[src/ldim_pkg.sv]
// Purpose: Shared constants for the LED channel dimming register block.
// Assumes: Registers are reached by a simple internal write/read port.
// Notes:   Offsets are byte addresses within the device register space.
package ldim_pkg;
  localparam int          ADDR_W        = 8;
  localparam int          REG_W         = 13;
  localparam int          DUTY_W        = 12;
  localparam int          NUM_CH        = 3;
  localparam int          FADE_BIT      = 12;
  localparam int          DUTY_MSB      = 11;
  localparam logic [7:0]  OFS_LED9      = 8'h4A;
  localparam logic [7:0]  OFS_LED10     = 8'h4B;
  localparam logic [7:0]  OFS_LED11     = 8'h4C;
  localparam logic [12:0] RST_SETTING   = 13'h0000;
  localparam logic [11:0] DUTY_OFF      = 12'h000;
  localparam logic [11:0] DUTY_FULL     = 12'hFFF;
  localparam logic [11:0] PERIOD_LAST   = 12'hFFE;
endpackage

[src/ldim_pwm_chan.sv]
// Purpose: One bypass-switch dimming comparator.
// Assumes: Phase counter runs 0 to 4094, 4095 steps per period.
// Notes:   Output registered; switch open means LED lit.
`timescale 1ns/100ps
module ldim_pwm_chan (
  input  wire logic                       i_clock,
  input  wire logic                       i_rst_n,
  input  wire logic [ldim_pkg::DUTY_W-1:0] i_duty,
  input  wire logic [ldim_pkg::DUTY_W-1:0] i_phase,
  output logic                            o_switch_open
);
  import ldim_pkg::*;

  always_ff @(posedge i_clock or negedge i_rst_n) begin
    if (!i_rst_n) begin
      o_switch_open <= 1'b0;
    end else begin
      o_switch_open <= (i_phase < i_duty);
    end
  end
endmodule

[src/ldim_regs.sv]
// Purpose: Dimming setting registers for LED channels 9 to 11 and their switch drive.
// Assumes: Register port writes and reads are synchronous to i_clock.
// Notes:   Fade select is passed to the fade logic outside this block.
// How it works
// Register at 0x4B holds LED10 twelve-bit duty in bits 11:0, read and write.
// Duty 0x000 keeps LED off; 0x001 lights one part in 4095.
// Duty 0xFFF lights the whole period; other codes scale linearly.
// Bit 12 selects fade: 0 fades, 1 disables; resets to 0.
// Register at 0x4C holds LED11 duty and fade select, read and write.
// Register at 0x4A holds LED9 duty and fade with the same layout.
// Bypass switch open for the programmed fraction, closed otherwise.
`timescale 1ns/100ps
module ldim_regs (
  input  wire logic                        i_clock,
  input  wire logic                        i_rst_n,
  input  wire logic                        i_wr_en,
  input  wire logic                        i_rd_en,
  input  wire logic [ldim_pkg::ADDR_W-1:0] i_addr,
  input  wire logic [ldim_pkg::REG_W-1:0]  i_wdata,
  output logic      [ldim_pkg::REG_W-1:0]  o_rdata,
  output logic                             o_rd_hit,
  output logic      [ldim_pkg::NUM_CH-1:0] o_switch_open,
  output logic      [ldim_pkg::NUM_CH-1:0] o_fade_disable,
  output logic      [ldim_pkg::DUTY_W-1:0] o_phase
);
  import ldim_pkg::*;

  logic [REG_W-1:0]  setting [NUM_CH];
  logic [ADDR_W-1:0] ch_ofs  [NUM_CH];
  logic [NUM_CH-1:0] hit;
  logic [REG_W-1:0]  next_rdata;
  logic [1:0]        wr_hist [NUM_CH];
  logic [NUM_CH-1:0] steady;
  logic [DUTY_W-1:0] lit_cnt [NUM_CH];
  logic [DUTY_W-1:0] period_cnt;

  assign ch_ofs[0] = OFS_LED9;
  assign ch_ofs[1] = OFS_LED10;
  assign ch_ofs[2] = OFS_LED11;

  // Shared dimming period: 4095 phase steps so that 0xFFF means always lit.
  always_ff @(posedge i_clock or negedge i_rst_n) begin
    if (!i_rst_n) begin
      o_phase <= DUTY_OFF;
    end else if (o_phase == PERIOD_LAST) begin
      o_phase <= DUTY_OFF;
    end else begin
      o_phase <= o_phase + 12'h001;
    end
  end

  // Clocks since the phase was last seen at zero, an independent measure of the period.
  always_ff @(posedge i_clock or negedge i_rst_n) begin
    if (!i_rst_n) begin
      period_cnt <= DUTY_OFF;
    end else if (o_phase == DUTY_OFF) begin
      period_cnt <= DUTY_OFF;
    end else begin
      period_cnt <= period_cnt + 12'h001;
    end
  end

  period_len_a: assert property (@(posedge i_clock) disable iff (!i_rst_n)
    (o_phase == DUTY_OFF) && $past(i_rst_n)
    |-> (period_cnt == PERIOD_LAST))
    else $error("Dimming period is not 4095 clocks.");

  genvar g;
  generate
    for (g = 0; g < NUM_CH; g++) begin : g_ch
      assign hit[g] = (i_addr == ch_ofs[g]);

      always_ff @(posedge i_clock or negedge i_rst_n) begin
        if (!i_rst_n) begin
          setting[g] <= RST_SETTING;
        end else if (i_wr_en && hit[g]) begin
          setting[g] <= i_wdata;
        end
      end

      always_ff @(posedge i_clock or negedge i_rst_n) begin
        if (!i_rst_n) begin
          o_fade_disable[g] <= 1'b0;
        end else begin
          o_fade_disable[g] <= setting[g][FADE_BIT];
        end
      end

      ldim_pwm_chan u_chan (
        .i_clock       (i_clock),
        .i_rst_n       (i_rst_n),
        .i_duty        (setting[g][DUTY_MSB:0]),
        .i_phase       (o_phase),
        .o_switch_open (o_switch_open[g])
      );

      lit_off_a: assert property (@(posedge i_clock) disable iff (!i_rst_n)
        ($past(setting[g][DUTY_MSB:0]) == DUTY_OFF) |-> !o_switch_open[g])
        else $error("LED lit with zero duty.");
      lit_full_a: assert property (@(posedge i_clock) disable iff (!i_rst_n)
        ($past(setting[g][DUTY_MSB:0]) == DUTY_FULL) && $past(i_rst_n) |-> o_switch_open[g])
        else $error("LED not lit with full duty.");
      lit_window_a: assert property (@(posedge i_clock) disable iff (!i_rst_n)
        $past(i_rst_n) |-> (o_switch_open[g] == ($past(o_phase) < $past(setting[g][DUTY_MSB:0]))))
        else $error("Switch state does not match phase against duty.");
      write_store_a: assert property (@(posedge i_clock) disable iff (!i_rst_n)
        (i_wr_en && hit[g]) |=> (setting[g] == $past(i_wdata)))
        else $error("Write did not store setting.");
      fade_follow_a: assert property (@(posedge i_clock) disable iff (!i_rst_n)
        (i_wr_en && hit[g]) |=> ##1 (o_fade_disable[g] == $past(i_wdata[FADE_BIT], 2)))
        else $error("Fade select does not follow write.");
      setting_hold_a: assert property (@(posedge i_clock) disable iff (!i_rst_n)
        !(i_wr_en && hit[g])
        |=> $stable(setting[g]))
        else $error("Setting changed without a write to it.");
      fade_hold_a: assert property (@(posedge i_clock) disable iff (!i_rst_n)
        !(i_wr_en && hit[g])
        |=> ##1 $stable(o_fade_disable[g]))
        else $error("Fade select changed without a write.");
      lit_one_a: assert property (@(posedge i_clock) disable iff (!i_rst_n)
        ($past(setting[g][DUTY_MSB:0]) == 12'h001) && $past(i_rst_n)
        |-> (o_switch_open[g] == ($past(o_phase) == DUTY_OFF)))
        else $error("Duty one not lit for exactly one step.");

      // Writes taken at the last two edges, which may still reach the switch output.
      always_ff @(posedge i_clock or negedge i_rst_n) begin
        if (!i_rst_n) begin
          wr_hist[g] <= 2'h0;
        end else begin
          wr_hist[g] <= {wr_hist[g][0], i_wr_en && hit[g]};
        end
      end

      // A period is judged only when no write could have reached the switch inside it.
      always_ff @(posedge i_clock or negedge i_rst_n) begin
        if (!i_rst_n) begin
          steady[g] <= 1'b0;
        end else if (o_phase == 12'h001) begin
          steady[g] <= (wr_hist[g] == 2'h0) && !(i_wr_en && hit[g]);
        end else if (i_wr_en && hit[g]) begin
          steady[g] <= 1'b0;
        end
      end

      // Lit steps of the period whose last step is seen while the phase shows zero.
      always_ff @(posedge i_clock or negedge i_rst_n) begin
        if (!i_rst_n) begin
          lit_cnt[g] <= DUTY_OFF;
        end else if (o_phase == 12'h001) begin
          lit_cnt[g] <= {11'h000, o_switch_open[g]};
        end else begin
          lit_cnt[g] <= lit_cnt[g] + {11'h000, o_switch_open[g]};
        end
      end

      lit_count_a: assert property (@(posedge i_clock) disable iff (!i_rst_n)
        (o_phase == DUTY_OFF) && steady[g]
        |-> ((lit_cnt[g] + {11'h000, o_switch_open[g]}) == setting[g][DUTY_MSB:0]))
        else $error("Lit steps per period differ from duty.");
    end
  endgenerate

  always_comb begin
    next_rdata = '0;
    for (int k = 0; k < NUM_CH; k++) begin
      if (hit[k]) begin
        next_rdata = setting[k];
      end
    end
  end

  always_ff @(posedge i_clock or negedge i_rst_n) begin
    if (!i_rst_n) begin
      o_rdata  <= RST_SETTING;
      o_rd_hit <= 1'b0;
    end else begin
      o_rdata  <= i_rd_en ? next_rdata : RST_SETTING;
      o_rd_hit <= i_rd_en && (|hit);
    end
  end

  read_back_a: assert property (@(posedge i_clock) disable iff (!i_rst_n)
    (i_rd_en && !i_wr_en && i_addr == OFS_LED11) |=> (o_rd_hit && o_rdata == setting[2]))
    else $error("Read of LED11 setting wrong.");
  phase_wrap_a: assert property (@(posedge i_clock) disable iff (!i_rst_n)
    (o_phase == PERIOD_LAST) |=> (o_phase == DUTY_OFF))
    else $error("Dimming period length wrong.");
  map_nine_a: assert property (@(posedge i_clock) disable iff (!i_rst_n)
    (i_rd_en && !i_wr_en && i_addr == OFS_LED9) |=> (o_rdata == setting[0]))
    else $error("Read of LED9 setting wrong.");

  // The read port answers once, one clock after the strobe, and reads as zero otherwise.
  read_ten_a: assert property (@(posedge i_clock) disable iff (!i_rst_n)
    (i_rd_en && !i_wr_en && i_addr == OFS_LED10)
    |=> (o_rd_hit && o_rdata == setting[1]))
    else $error("Read of LED10 setting wrong.");
  read_idle_a: assert property (@(posedge i_clock) disable iff (!i_rst_n)
    !i_rd_en
    |=> (!o_rd_hit && o_rdata == RST_SETTING))
    else $error("Read port active without a read.");
  read_miss_a: assert property (@(posedge i_clock) disable iff (!i_rst_n)
    (i_rd_en && !(|hit))
    |=> (!o_rd_hit && o_rdata == RST_SETTING))
    else $error("Read of unmapped offset returned data.");

  // The shared phase climbs by one each clock up to 0xFFE, then wraps to zero, and never reaches the all-ones code.
  phase_step_a: assert property (@(posedge i_clock) disable iff (!i_rst_n)
    (o_phase != PERIOD_LAST)
    |=> (o_phase == $past(o_phase) + 12'h001))
    else $error("Dimming phase skipped a step.");
  phase_range_a: assert property (@(posedge i_clock) disable iff (!i_rst_n)
    o_phase <= PERIOD_LAST)
    else $error("Dimming phase beyond last step.");
endmodule

[config.mk]
export PLATFORM = sky130hd
export DESIGN_NAME = ldim_regs
export DESIGN_NICKNAME = d
export VERILOG_FILES = /design/src/ldim_pkg.sv /design/src/ldim_pwm_chan.sv /design/src/ldim_regs.sv
export SDC_FILE = /design/constraint.sdc
export NUM_CORES = 1
export LEC_CHECK = 0
export BUFFER_PORTS_ARGS = -buffer_cell sky130_fd_sc_hd__buf_2
export CORE_UTILIZATION = 45
export DETAILED_ROUTE_END_ITERATION = 7
export MAX_ROUTING_LAYER = met4
export PLACE_DENSITY = 0.78
export REMOVE_ABC_BUFFERS = 1
export SKIP_LAST_GASP = 1
export SYNTH_ARGS = -nofsm -noshare
export SYNTH_HDL_FRONTEND = slang
export SYNTH_SLANG_ARGS = --single-unit
[constraint.sdc]
create_clock -name i_clock -period 1.49 [get_ports i_clock]
set_input_delay 0.2235 -clock i_clock [delete_from_list [all_inputs] [get_ports i_clock]]
set_output_delay 0.2235 -clock i_clock [all_outputs]
set_load 0.01 [all_outputs]
==> results of run 1 <==
==> worst max path at each step <==
stage                           start                      endpoint  depth (start not counted)
after floorplan            o_phase[2]  g_ch[0].u_chan.o_switch_open                          5
after global routing      setting[28]  g_ch[0].u_chan.o_switch_open                          6
final                      o_phase[2]  g_ch[0].u_chan.o_switch_open                          5
after global placement     o_phase[2]  g_ch[0].u_chan.o_switch_open                          5
after detailed placement   o_phase[2]  g_ch[0].u_chan.o_switch_open                          5
after CTS                  o_phase[2]  g_ch[0].u_chan.o_switch_open                          5
==> area by class of cell <==
cell class,count,share of cell area [%]
Tap cell,105,2.72
Clock buffer,9,2.56
Sequential cell,71,36.9
Multi-Input combinational cell,204,39.4
Inverter,34,2.64
Clock inverter,7,2.51
Timing Repair Buffer,93,13.3
==> power breakdown <==
| part | leakage [nW] | switching (mW) | internal (mW) |
|---|---|---|---|
| clock | 0.112 | 0.761 | 1.11 |
| combinational | 1.44 | 0.208 | 0.206 |
| sequential | 0.961 | 0.0500 | 2.00 |
==> cells by family after synthesis <==
group                      Yosys count  synth area share [%]
muxes                               52                  15.7
DFF                                 71                  46.0
xor gates and xnor gates             8                  1.81
and+or+nand+nor                     62                  9.48
adders and majority gates           35                  11.3
AOI/OAI and AO/OA                   47                  10.2
buffers and inverters               47                  5.57
==> per-stage QoR <==
| stage | std cells | util, % |
|---|---|---|
| 2_1_floorplan | 309 | - |
| 3_3_place_gp | 504 | 54.7 |
| 3_5_place_dp | 504 | 54.7 |
| 4_1_cts | 522 | 58.0 |
| 5_1_grt | 523 | 58.5 |
| 6_report | 523 | 58.5 |
==> routing by layer <==
| layer | global-route usage (%) | wire length, um | vias to the layer above |
|---|---|---|---|
| li1 | - | - | 1336 |
| met1 | 26.3 | 3900 | 1371 |
| met2 | 35.7 | 4240 | 69 |
| met3 | 6.36 | 402 | 14 |
| met4 | 6.44 | 145 | 0 |
| met5 | - | 0 | - |
==> critical path: stages, from the launching register on <==
cell and delay [ps]:
dfrtp_1 420, ha_1 320, a211o_1 270, a31oi_2 170, o31ai_2 90, a221oi_2 260
==> sequential cells by signal, indices dropped and copies added, names as in the netlist <==
register                   cells
o_rd_hit                       1
o_rdata                       13
o_fade_disable                 3
setting                       39
g_ch.u_chan.o_switch_open      3
o_phase                       12
==> cells in the final DEF, fill, tap and decap left out, types with 3 or more instances in the layout <==
master      synthesis  final
a211o_1             6      6
a21o_1              6      6
a21oi_2             0      3
a31oi_1             4      3
and4_1              5      4
buf_12              0      6
buf_2               4     56
buf_4               3     28
bufinv_16           0      3
clkbuf_8            0      9
clkinvlp_4          0      3
dfrtp_1            71     67
dfrtp_2             0      4
ha_1               35     35
inv_1              34     33
mux2_2             29     29
mux2_4             10     10
mux2i_1            13     13
nand2_1             5      5
nand2b_1            5      5
nand3_1             4      4
nand4_1             6      6
nor2_1             28     28
o21a_1              4      4
o221a_2            13     13
o31ai_1             5      4
xor2_1              6      6
==> what timing repair did <==
action / 4_1_cts / 5_1_grt
hold endpoints to repair: 71 / 0
setup endpoints to repair: 13 / 16
setup buffers: 1 / 1
resized for setup: 3 / 13
pin swaps: 10 / 4
hold buffers: 1 / 0
==> flow_summary.ini, run 1 <==
[timing]
fmax_mhz = 613
final.min_clock_period_ps = 1630
slew_headroom_pct = 72.7
hold_violations = 0
final.setup.tns_ps = -394
rsz0062_at_grt = true
setup_violations = 3
maxSlewViolCount = 0
holdWs_ps = 118
skew_ps = 8.98
worst_pin_slew_ps = 410
fin_ws_ps = -141
post-route-period-util_pct = 109

[clock_tree]
clock-root-buffer = clkbuf_8
cts_tree = yes
cts_max_path_buffers = 2
cts_inserted_buffers = 9
clk_latency_ps = 360
htreeDepth = 3
clkSlewWorstSetupHoldPaths_ps = 80
cts_sinks = 71

[pwr]
fin_total_pwr_mw = 4.34
p_leak_nw = 2.51
pwr_density_cell_nw_per_um2 = 897
irDropWorstVdd_v = 0.000532

[grt]
first_global_vias = 2897
grt-ovfl-total = 0
grt_max_degree = 72
grt_pass1_wl_um = 14200
grt_antenna_before_repair = 0
grt_use_total_pct = 21.9

[logic_synthesis]
synth_seq_cells = 71
syn_inst = 322
ys_top_cells_by_count = dfrtp_1 (71), ha_1 (35), inv_1 (34), mux2_2 (29), nor2_1 (28)
yosys.area.top_type_share_pct = 46.0
ys_seq_area_share_pct = 46.0
syn_area_um2 = 3870
synth.most_common_cell = dfrtp_1
async_flop_share_pct = 100
synth.area.top_cells = dfrtp_1 (46%), ha_1 (11%), mux2_2 (8.4%)
synth-edff-count = 0
ys.flop_type = dfrtp_1
synth.distinct_cells = 35
syn_area_per_cell_um2 = 12.0
yosysWarnings = 0
yosysTopAreaCell = dfrtp_1

[setup_path]
setup.worst_path.end_class = flop
r2r_end = g_ch[0].u_chan.o_switch_open
r2r-start = o_phase[2]
path_class = reg -> reg
arrival_ps = 1890
critical_path.startpoint_type = flop
critPathMaxFanout = 4
crit_required_ps = 1750
ff2ff_setup_slack_ps = -140
r2r_cells = 5

[floorplan]
die_x_um = 94.7
rows = 33
die-area_um2 = 8970
die_y_um = 94.7
core_um2 = 8260
initial_core_util_pct = 46.8
num_io_pins = 57

[cells_and_area]
num_antenna_cells = 0
regArea_um2 = 1780
area_growth_syn_to_layout_pct = 25.0
stdcell_area_um2 = 4830
nets = 473
multiInputGateArea_um2 = 1910
fillerInstances = 673
drive_gt1_share_pct = 42.8

[route]
first_iter_violations = 147
vias = 2790
drt_first_pass_iters = 6
routed_wl_um = 8690
vias_per_cell = 5.33
drtAntennaViolNets = 0
wl_per_cell_um = 16.6
drc = 0

[placed_design]
port_buffers = 56
dp_hpwl_um = 6240
place.gp.congestion = 0.892
placed_area_um2 = 4520
post-place-ws_ps = -185

[job]
drv_cap = 0

[hold_path]
hp-class = in -> reg
hold_path_end = setting[20]
holdPathStages = 2
hp-start = i_wdata[7]

[outcome]
status = finished with violations
violations = setup timing
Power figures use the tool's default switching activity.
==> inputs of run 2 (changes only) <==
CORE_ASPECT_RATIO = 0.9   (was not set)
==> flow_summary.ini, run 2 (synthesis results as in run 1) <==
[route]
vias_per_cell = 5.34
routed_wl_um = 9070
first_iter_violations = 140
vias = 2825
drc = 0
drt_first_pass_iters = 4
drtAntennaViolNets = 0
wl_per_cell_um = 17.1

[setup_path]
path_delay_family = compound AO/OA/AOI/OAI gates
arrival_ps = 1890
ff2ff_setup_slack_ps = -130
cp_num_buf_inv = 0
setup.worst_path.end_class = flop
critical_path.startpoint_type = flop
critPathMaxFanout = 4
critPathMaxStageDelay_ps = 450
path_class = reg -> reg
path_cells = ha_1 > a211o_1 > a31oi_1 > o31ai_2 > a221oi_2
r2r_end = g_ch[2].u_chan.o_switch_open
crit_required_ps = 1750
r2r-start = o_phase[1]
slowest_stage = dfrtp_2
r2r_cells = 5

[timing]
maxSlewViolCount = 0
setup_violations = 13
rsz0062_at_grt = true
hold_violations = 0
slew_headroom_pct = 75.6
post-route-period-util_pct = 109
final.min_clock_period_ps = 1620
holdWs_ps = 122
skew_ps = 7.34
fin_ws_ps = -135
worst_pin_slew_ps = 367
fmax_mhz = 616

[grt]
grt_antenna_before_repair = 0
grt_pass1_wl_um = 14700
grt_max_degree = 72
grt-ovfl-total = 0
grt_use_total_pct = 22.3
first_global_vias = 2986

[pwr]
pwr_density_cell_nw_per_um2 = 820
clockPowerShare_pct = 37.5
p_sw_share_pct = 24.5
power_frac_seq_pct = 51.8
p_leak_nw = 2.48
irDropWorstVdd_v = 0.000558
p_int_mw = 3.00
power_switching_mw = 0.970
combPwrFrac_pct = 10.7

[hold_path]
hp-class = in -> reg
holdPathStages = 2
hold_path_end = setting[25]
hp-start = i_wdata[12]

[clock_tree]
cts_sinks = 71
clk_latency_ps = 360
cts_max_path_buffers = 2
htreeDepth = 3
cts_inserted_buffers = 9
clkSlewWorstSetupHoldPaths_ps = 70
clock-root-buffer = clkbuf_8
cts_tree = yes

[job]
drv_cap = 0

[cells_and_area]
drive_gt1_share_pct = 45.4
num_antenna_cells = 0
fillerInstances = 677
stdcell_area_um2 = 4830
largest_register_ffs = 39
largest-register = setting
nets = 469
top_regs = setting x39, o_rdata x13, o_phase x12
regArea_um2 = 1780
area_growth_syn_to_layout_pct = 25.0
layout_common_cells = dfrtp_1 (67), buf_2 (56), inv_1 (29), mux2_2 (29), nor2_1 (28)
multiInputGateArea_um2 = 1990
layout_commonest_cell = dfrtp_1

[placed_design]
dp_hpwl_um = 6480
port_buffers = 56
place.gp.congestion = 0.893
placed_area_um2 = 4510

[outcome]
violations = setup timing
status = finished with violations

[floorplan]
core_um2 = 8180
initial_core_util_pct = 47.2
die_x_um = 99.7
die_y_um = 89.9
num_io_pins = 57
die-area_um2 = 8970
rows = 31
-- run 2: cell count changes in the layout (fill, tap and decap cells not counted), sizes merged --
cell / before / now
buf: 92 / 88
bufinv: 3 / 0
clkbuf: 9 / 14
clkinvlp: 3 / 1
-- run 2: power by group through the flow --
stage               Clock, mW  Sequential (mW)  Combinational, mW
floorplan                   0             2.09              0.185
global placement            0             2.09              0.385
detailed placement          0             2.09              0.402
CTS                      1.51             2.05              0.421
global route             1.60             2.06              0.472
finish                   1.49             2.05              0.426
-- run 2: metrics by stage --
| stage | util (%) | TNS (ps) | instances | worst slack, ps | total power [mW] |
|---|---|---|---|---|---|
| after floorplan | - | -1540 | 309 | -192 | 2.27 |
| after global placement | 55.1 | -356 | 512 | -133 | 2.47 |
| after detailed placement | 55.1 | -604 | 512 | -225 | 2.49 |
| after CTS | 58.7 | -588 | 529 | -131 | 3.98 |
| after global routing | 59.1 | -1470 | 529 | -184 | 4.13 |
| final | 59.1 | -444 | 529 | -135 | 3.97 |
-- run 2: metal layers --
layer / global-route usage (%) / wire length, um / vias to the layer above
met4: 9.56 / 176 / 0
met2: 34.8 / 4320 / 91
li1: - / - / 1319
met5: - / 0 / -
met1: 27.4 / 4090 / 1398
met3: 5.68 / 485 / 17
-- run 2: repair_timing --
action                                  in CTS  in global routing
gates resized for setup                     16                 13
buffers inserted                             0                  0
hold endpoints to repair                    71                  0
hold buffers                                 1                  0
endpoints found under the setup margin      13                 15
pin swaps                                   18                  8
-- run 2: layout make-up --
| class | count | share of cell area [%] |
|---|---|---|
| Timing Repair Buffer | 89 | 12.3 |
| Sequential cell | 71 | 36.9 |
| Clock inverter | 2 | 0.259 |
| Tap cell | 115 | 2.98 |
| Multi-Input combinational cell | 204 | 41.1 |
| Inverter | 34 | 2.64 |
| Clock buffer | 14 | 3.78 |
-- run 2: worst max-delay path by stage --
stage               depth (start not counted)        from                      endpoint
floorplan                                   5  o_phase[2]  g_ch[0].u_chan.o_switch_open
global placement                            5  o_phase[5]  g_ch[2].u_chan.o_switch_open
detailed placement                          5  o_phase[5]  g_ch[2].u_chan.o_switch_open
CTS                                         5  o_phase[2]  g_ch[2].u_chan.o_switch_open
global route                                5  o_phase[5]  g_ch[2].u_chan.o_switch_open
finish                                      5  o_phase[1]  g_ch[2].u_chan.o_switch_open
==> inputs of run 3 (changes only) <==
RECOVER_POWER = 50   (was not set)
==> flow_summary.ini, run 3 (synthesis results as in run 1) <==
[timing]
slew_headroom_pct = 36.7
skew_ps = 7.49
holdWs_ps = 124
setup_violations = 14
final.setup.tns_ps = -442
hold_violations = 0
worst_pin_slew_ps = 950
post-route-period-util_pct = 109
maxSlewViolCount = 0
fmax_mhz = 616
fin_ws_ps = -134
rsz0062_at_grt = true
final.min_clock_period_ps = 1620

[floorplan]
die_x_um = 99.7
die_y_um = 89.9
rows = 31
die-area_um2 = 8970
core_um2 = 8180
num_io_pins = 57
initial_core_util_pct = 47.2

[setup_path]
crit_required_ps = 1750
critical_path.startpoint_type = flop
critPathMaxFanout = 4
cp_num_buf_inv = 0
critPathMaxStageDelay_ps = 450
setup.worst_path.end_class = flop
path_cells = ha_1 > a211o_1 > a31oi_1 > o31ai_2 > a221oi_2
arrival_ps = 1890
slowest_stage = dfrtp_2
path_delay_family = compound AO/OA/AOI/OAI gates
path_class = reg -> reg

[pwr]
p_leak_nw = 2.45
irDropWorstVdd_v = 0.000559
fin_total_pwr_mw = 3.96
pwr_density_cell_nw_per_um2 = 826

[job]
drv_cap = 0

[cells_and_area]
area_growth_syn_to_layout_pct = 23.9
nets = 469
largest-register = setting
layout_common_cells = dfrtp_1 (67), buf_2 (56), inv_1 (29), mux2_2 (29), nor2_1 (28)
fillerInstances = 683
fin_cells = 529
drive_gt1_share_pct = 44.9
num_antenna_cells = 0
layout_commonest_cell = dfrtp_1
largest_register_ffs = 39
top_regs = setting x39, o_rdata x13, o_phase x12

[placed_design]
dp_cells = 512
place.gp.congestion = 0.893
port_buffers = 56
post-place-ws_ps = -225
dp_hpwl_um = 6480

[clock_tree]
htreeDepth = 3
cts_sinks = 71
cts_inserted_buffers = 9
clock-root-buffer = clkbuf_8
cts_setup_buffers = 0
cts_tree = yes
cts_max_path_buffers = 2
clkSlewWorstSetupHoldPaths_ps = 70
clk_latency_ps = 360

[route]
route.met3.wl_um = 506
first_iter_violations = 132
drtAntennaViolNets = 0
vias_per_cell = 5.34
highest_layer = met4
met2_length_um = 4380
wl_per_cell_um = 17.2
drc = 0
drt_first_pass_iters = 4
routed_wl_um = 9090
vias = 2826
wl_met1_um = 4040

[hold_path]
hp-class = in -> reg

[grt]
grt_antenna_before_repair = 0
grt_use_total_pct = 22.3
grt-ovfl-total = 0
grt_max_degree = 72
grt_pass1_wl_um = 14700
first_global_vias = 2986

[outcome]
status = finished with violations
violations = setup timing
run 3: cell types whose count changed in the layout (fill, tap and decap cells not counted), sizes merged:
cell    delta
buf        -2
clkbuf     +2
run 3: layout make-up:
class | count | area, um^2 | share of cell area (%)
Tap cell | 115 | 144 | 3.00
Multi-Input combinational cell | 204 | 1970 | 41.0
Clock buffer | 14 | 183 | 3.81
Timing Repair Buffer | 89 | 576 | 12.0
Inverter | 34 | 128 | 2.66
Clock inverter | 2 | 12.5 | 0.261
Sequential cell | 71 | 1780 | 37.2
run 3: routing by layer:
metal  vias to the layer above  global-route usage (%)
li1                       1321                       -
met1                      1401                    27.4
met2                        89                    34.8
met3                        15                    5.68
met4                         0                    9.56
met5                         -                       -
run 3: metrics by stage:
step	util [%]	cell area, um^2
after floorplan	-	3780
after global placement	55.1	4510
after detailed placement	55.1	4510
after CTS	58.7	4800
after global routing	58.5	4790
final	58.5	4790
run 3: repair_timing:
item,CTS,global route
gates cloned,0,0
gates resized for setup,16,13
hold buffers,1,0
endpoints found under the hold margin,71,0
pin swaps,18,8
endpoints found under the setup margin,13,15
run 3: power by group:
part           switching (mW)  internal [mW]  total [mW]
Clock                   0.702          0.784        1.49
Combinational           0.212          0.203       0.416
Sequential             0.0509           2.00        2.05
Total                   0.966           2.99        3.96
run 3: path summary, 6_finish.rpt:
path,start,end,slack [ps],cells after the start
max in group asynchronous,i_rst_n,o_phase[5],180,3
max,o_phase[1],g_ch[2].u_chan.o_switch_open,-130,5
min reg2reg,setting[12],o_fade_disable[2],410,0
min in group asynchronous,i_rst_n,setting[35],630,3
min,i_wdata[1],setting[14],120,2
max reg2reg,o_phase[1],g_ch[2].u_chan.o_switch_open,-130,5
run 3: worst register-to-register path, delay by kind of cell, from the launching register on:
family | cells | cell delay (ps)
compound gates | 4 | 870
fa+ha+maj | 1 | 220
flops | 1 | 450
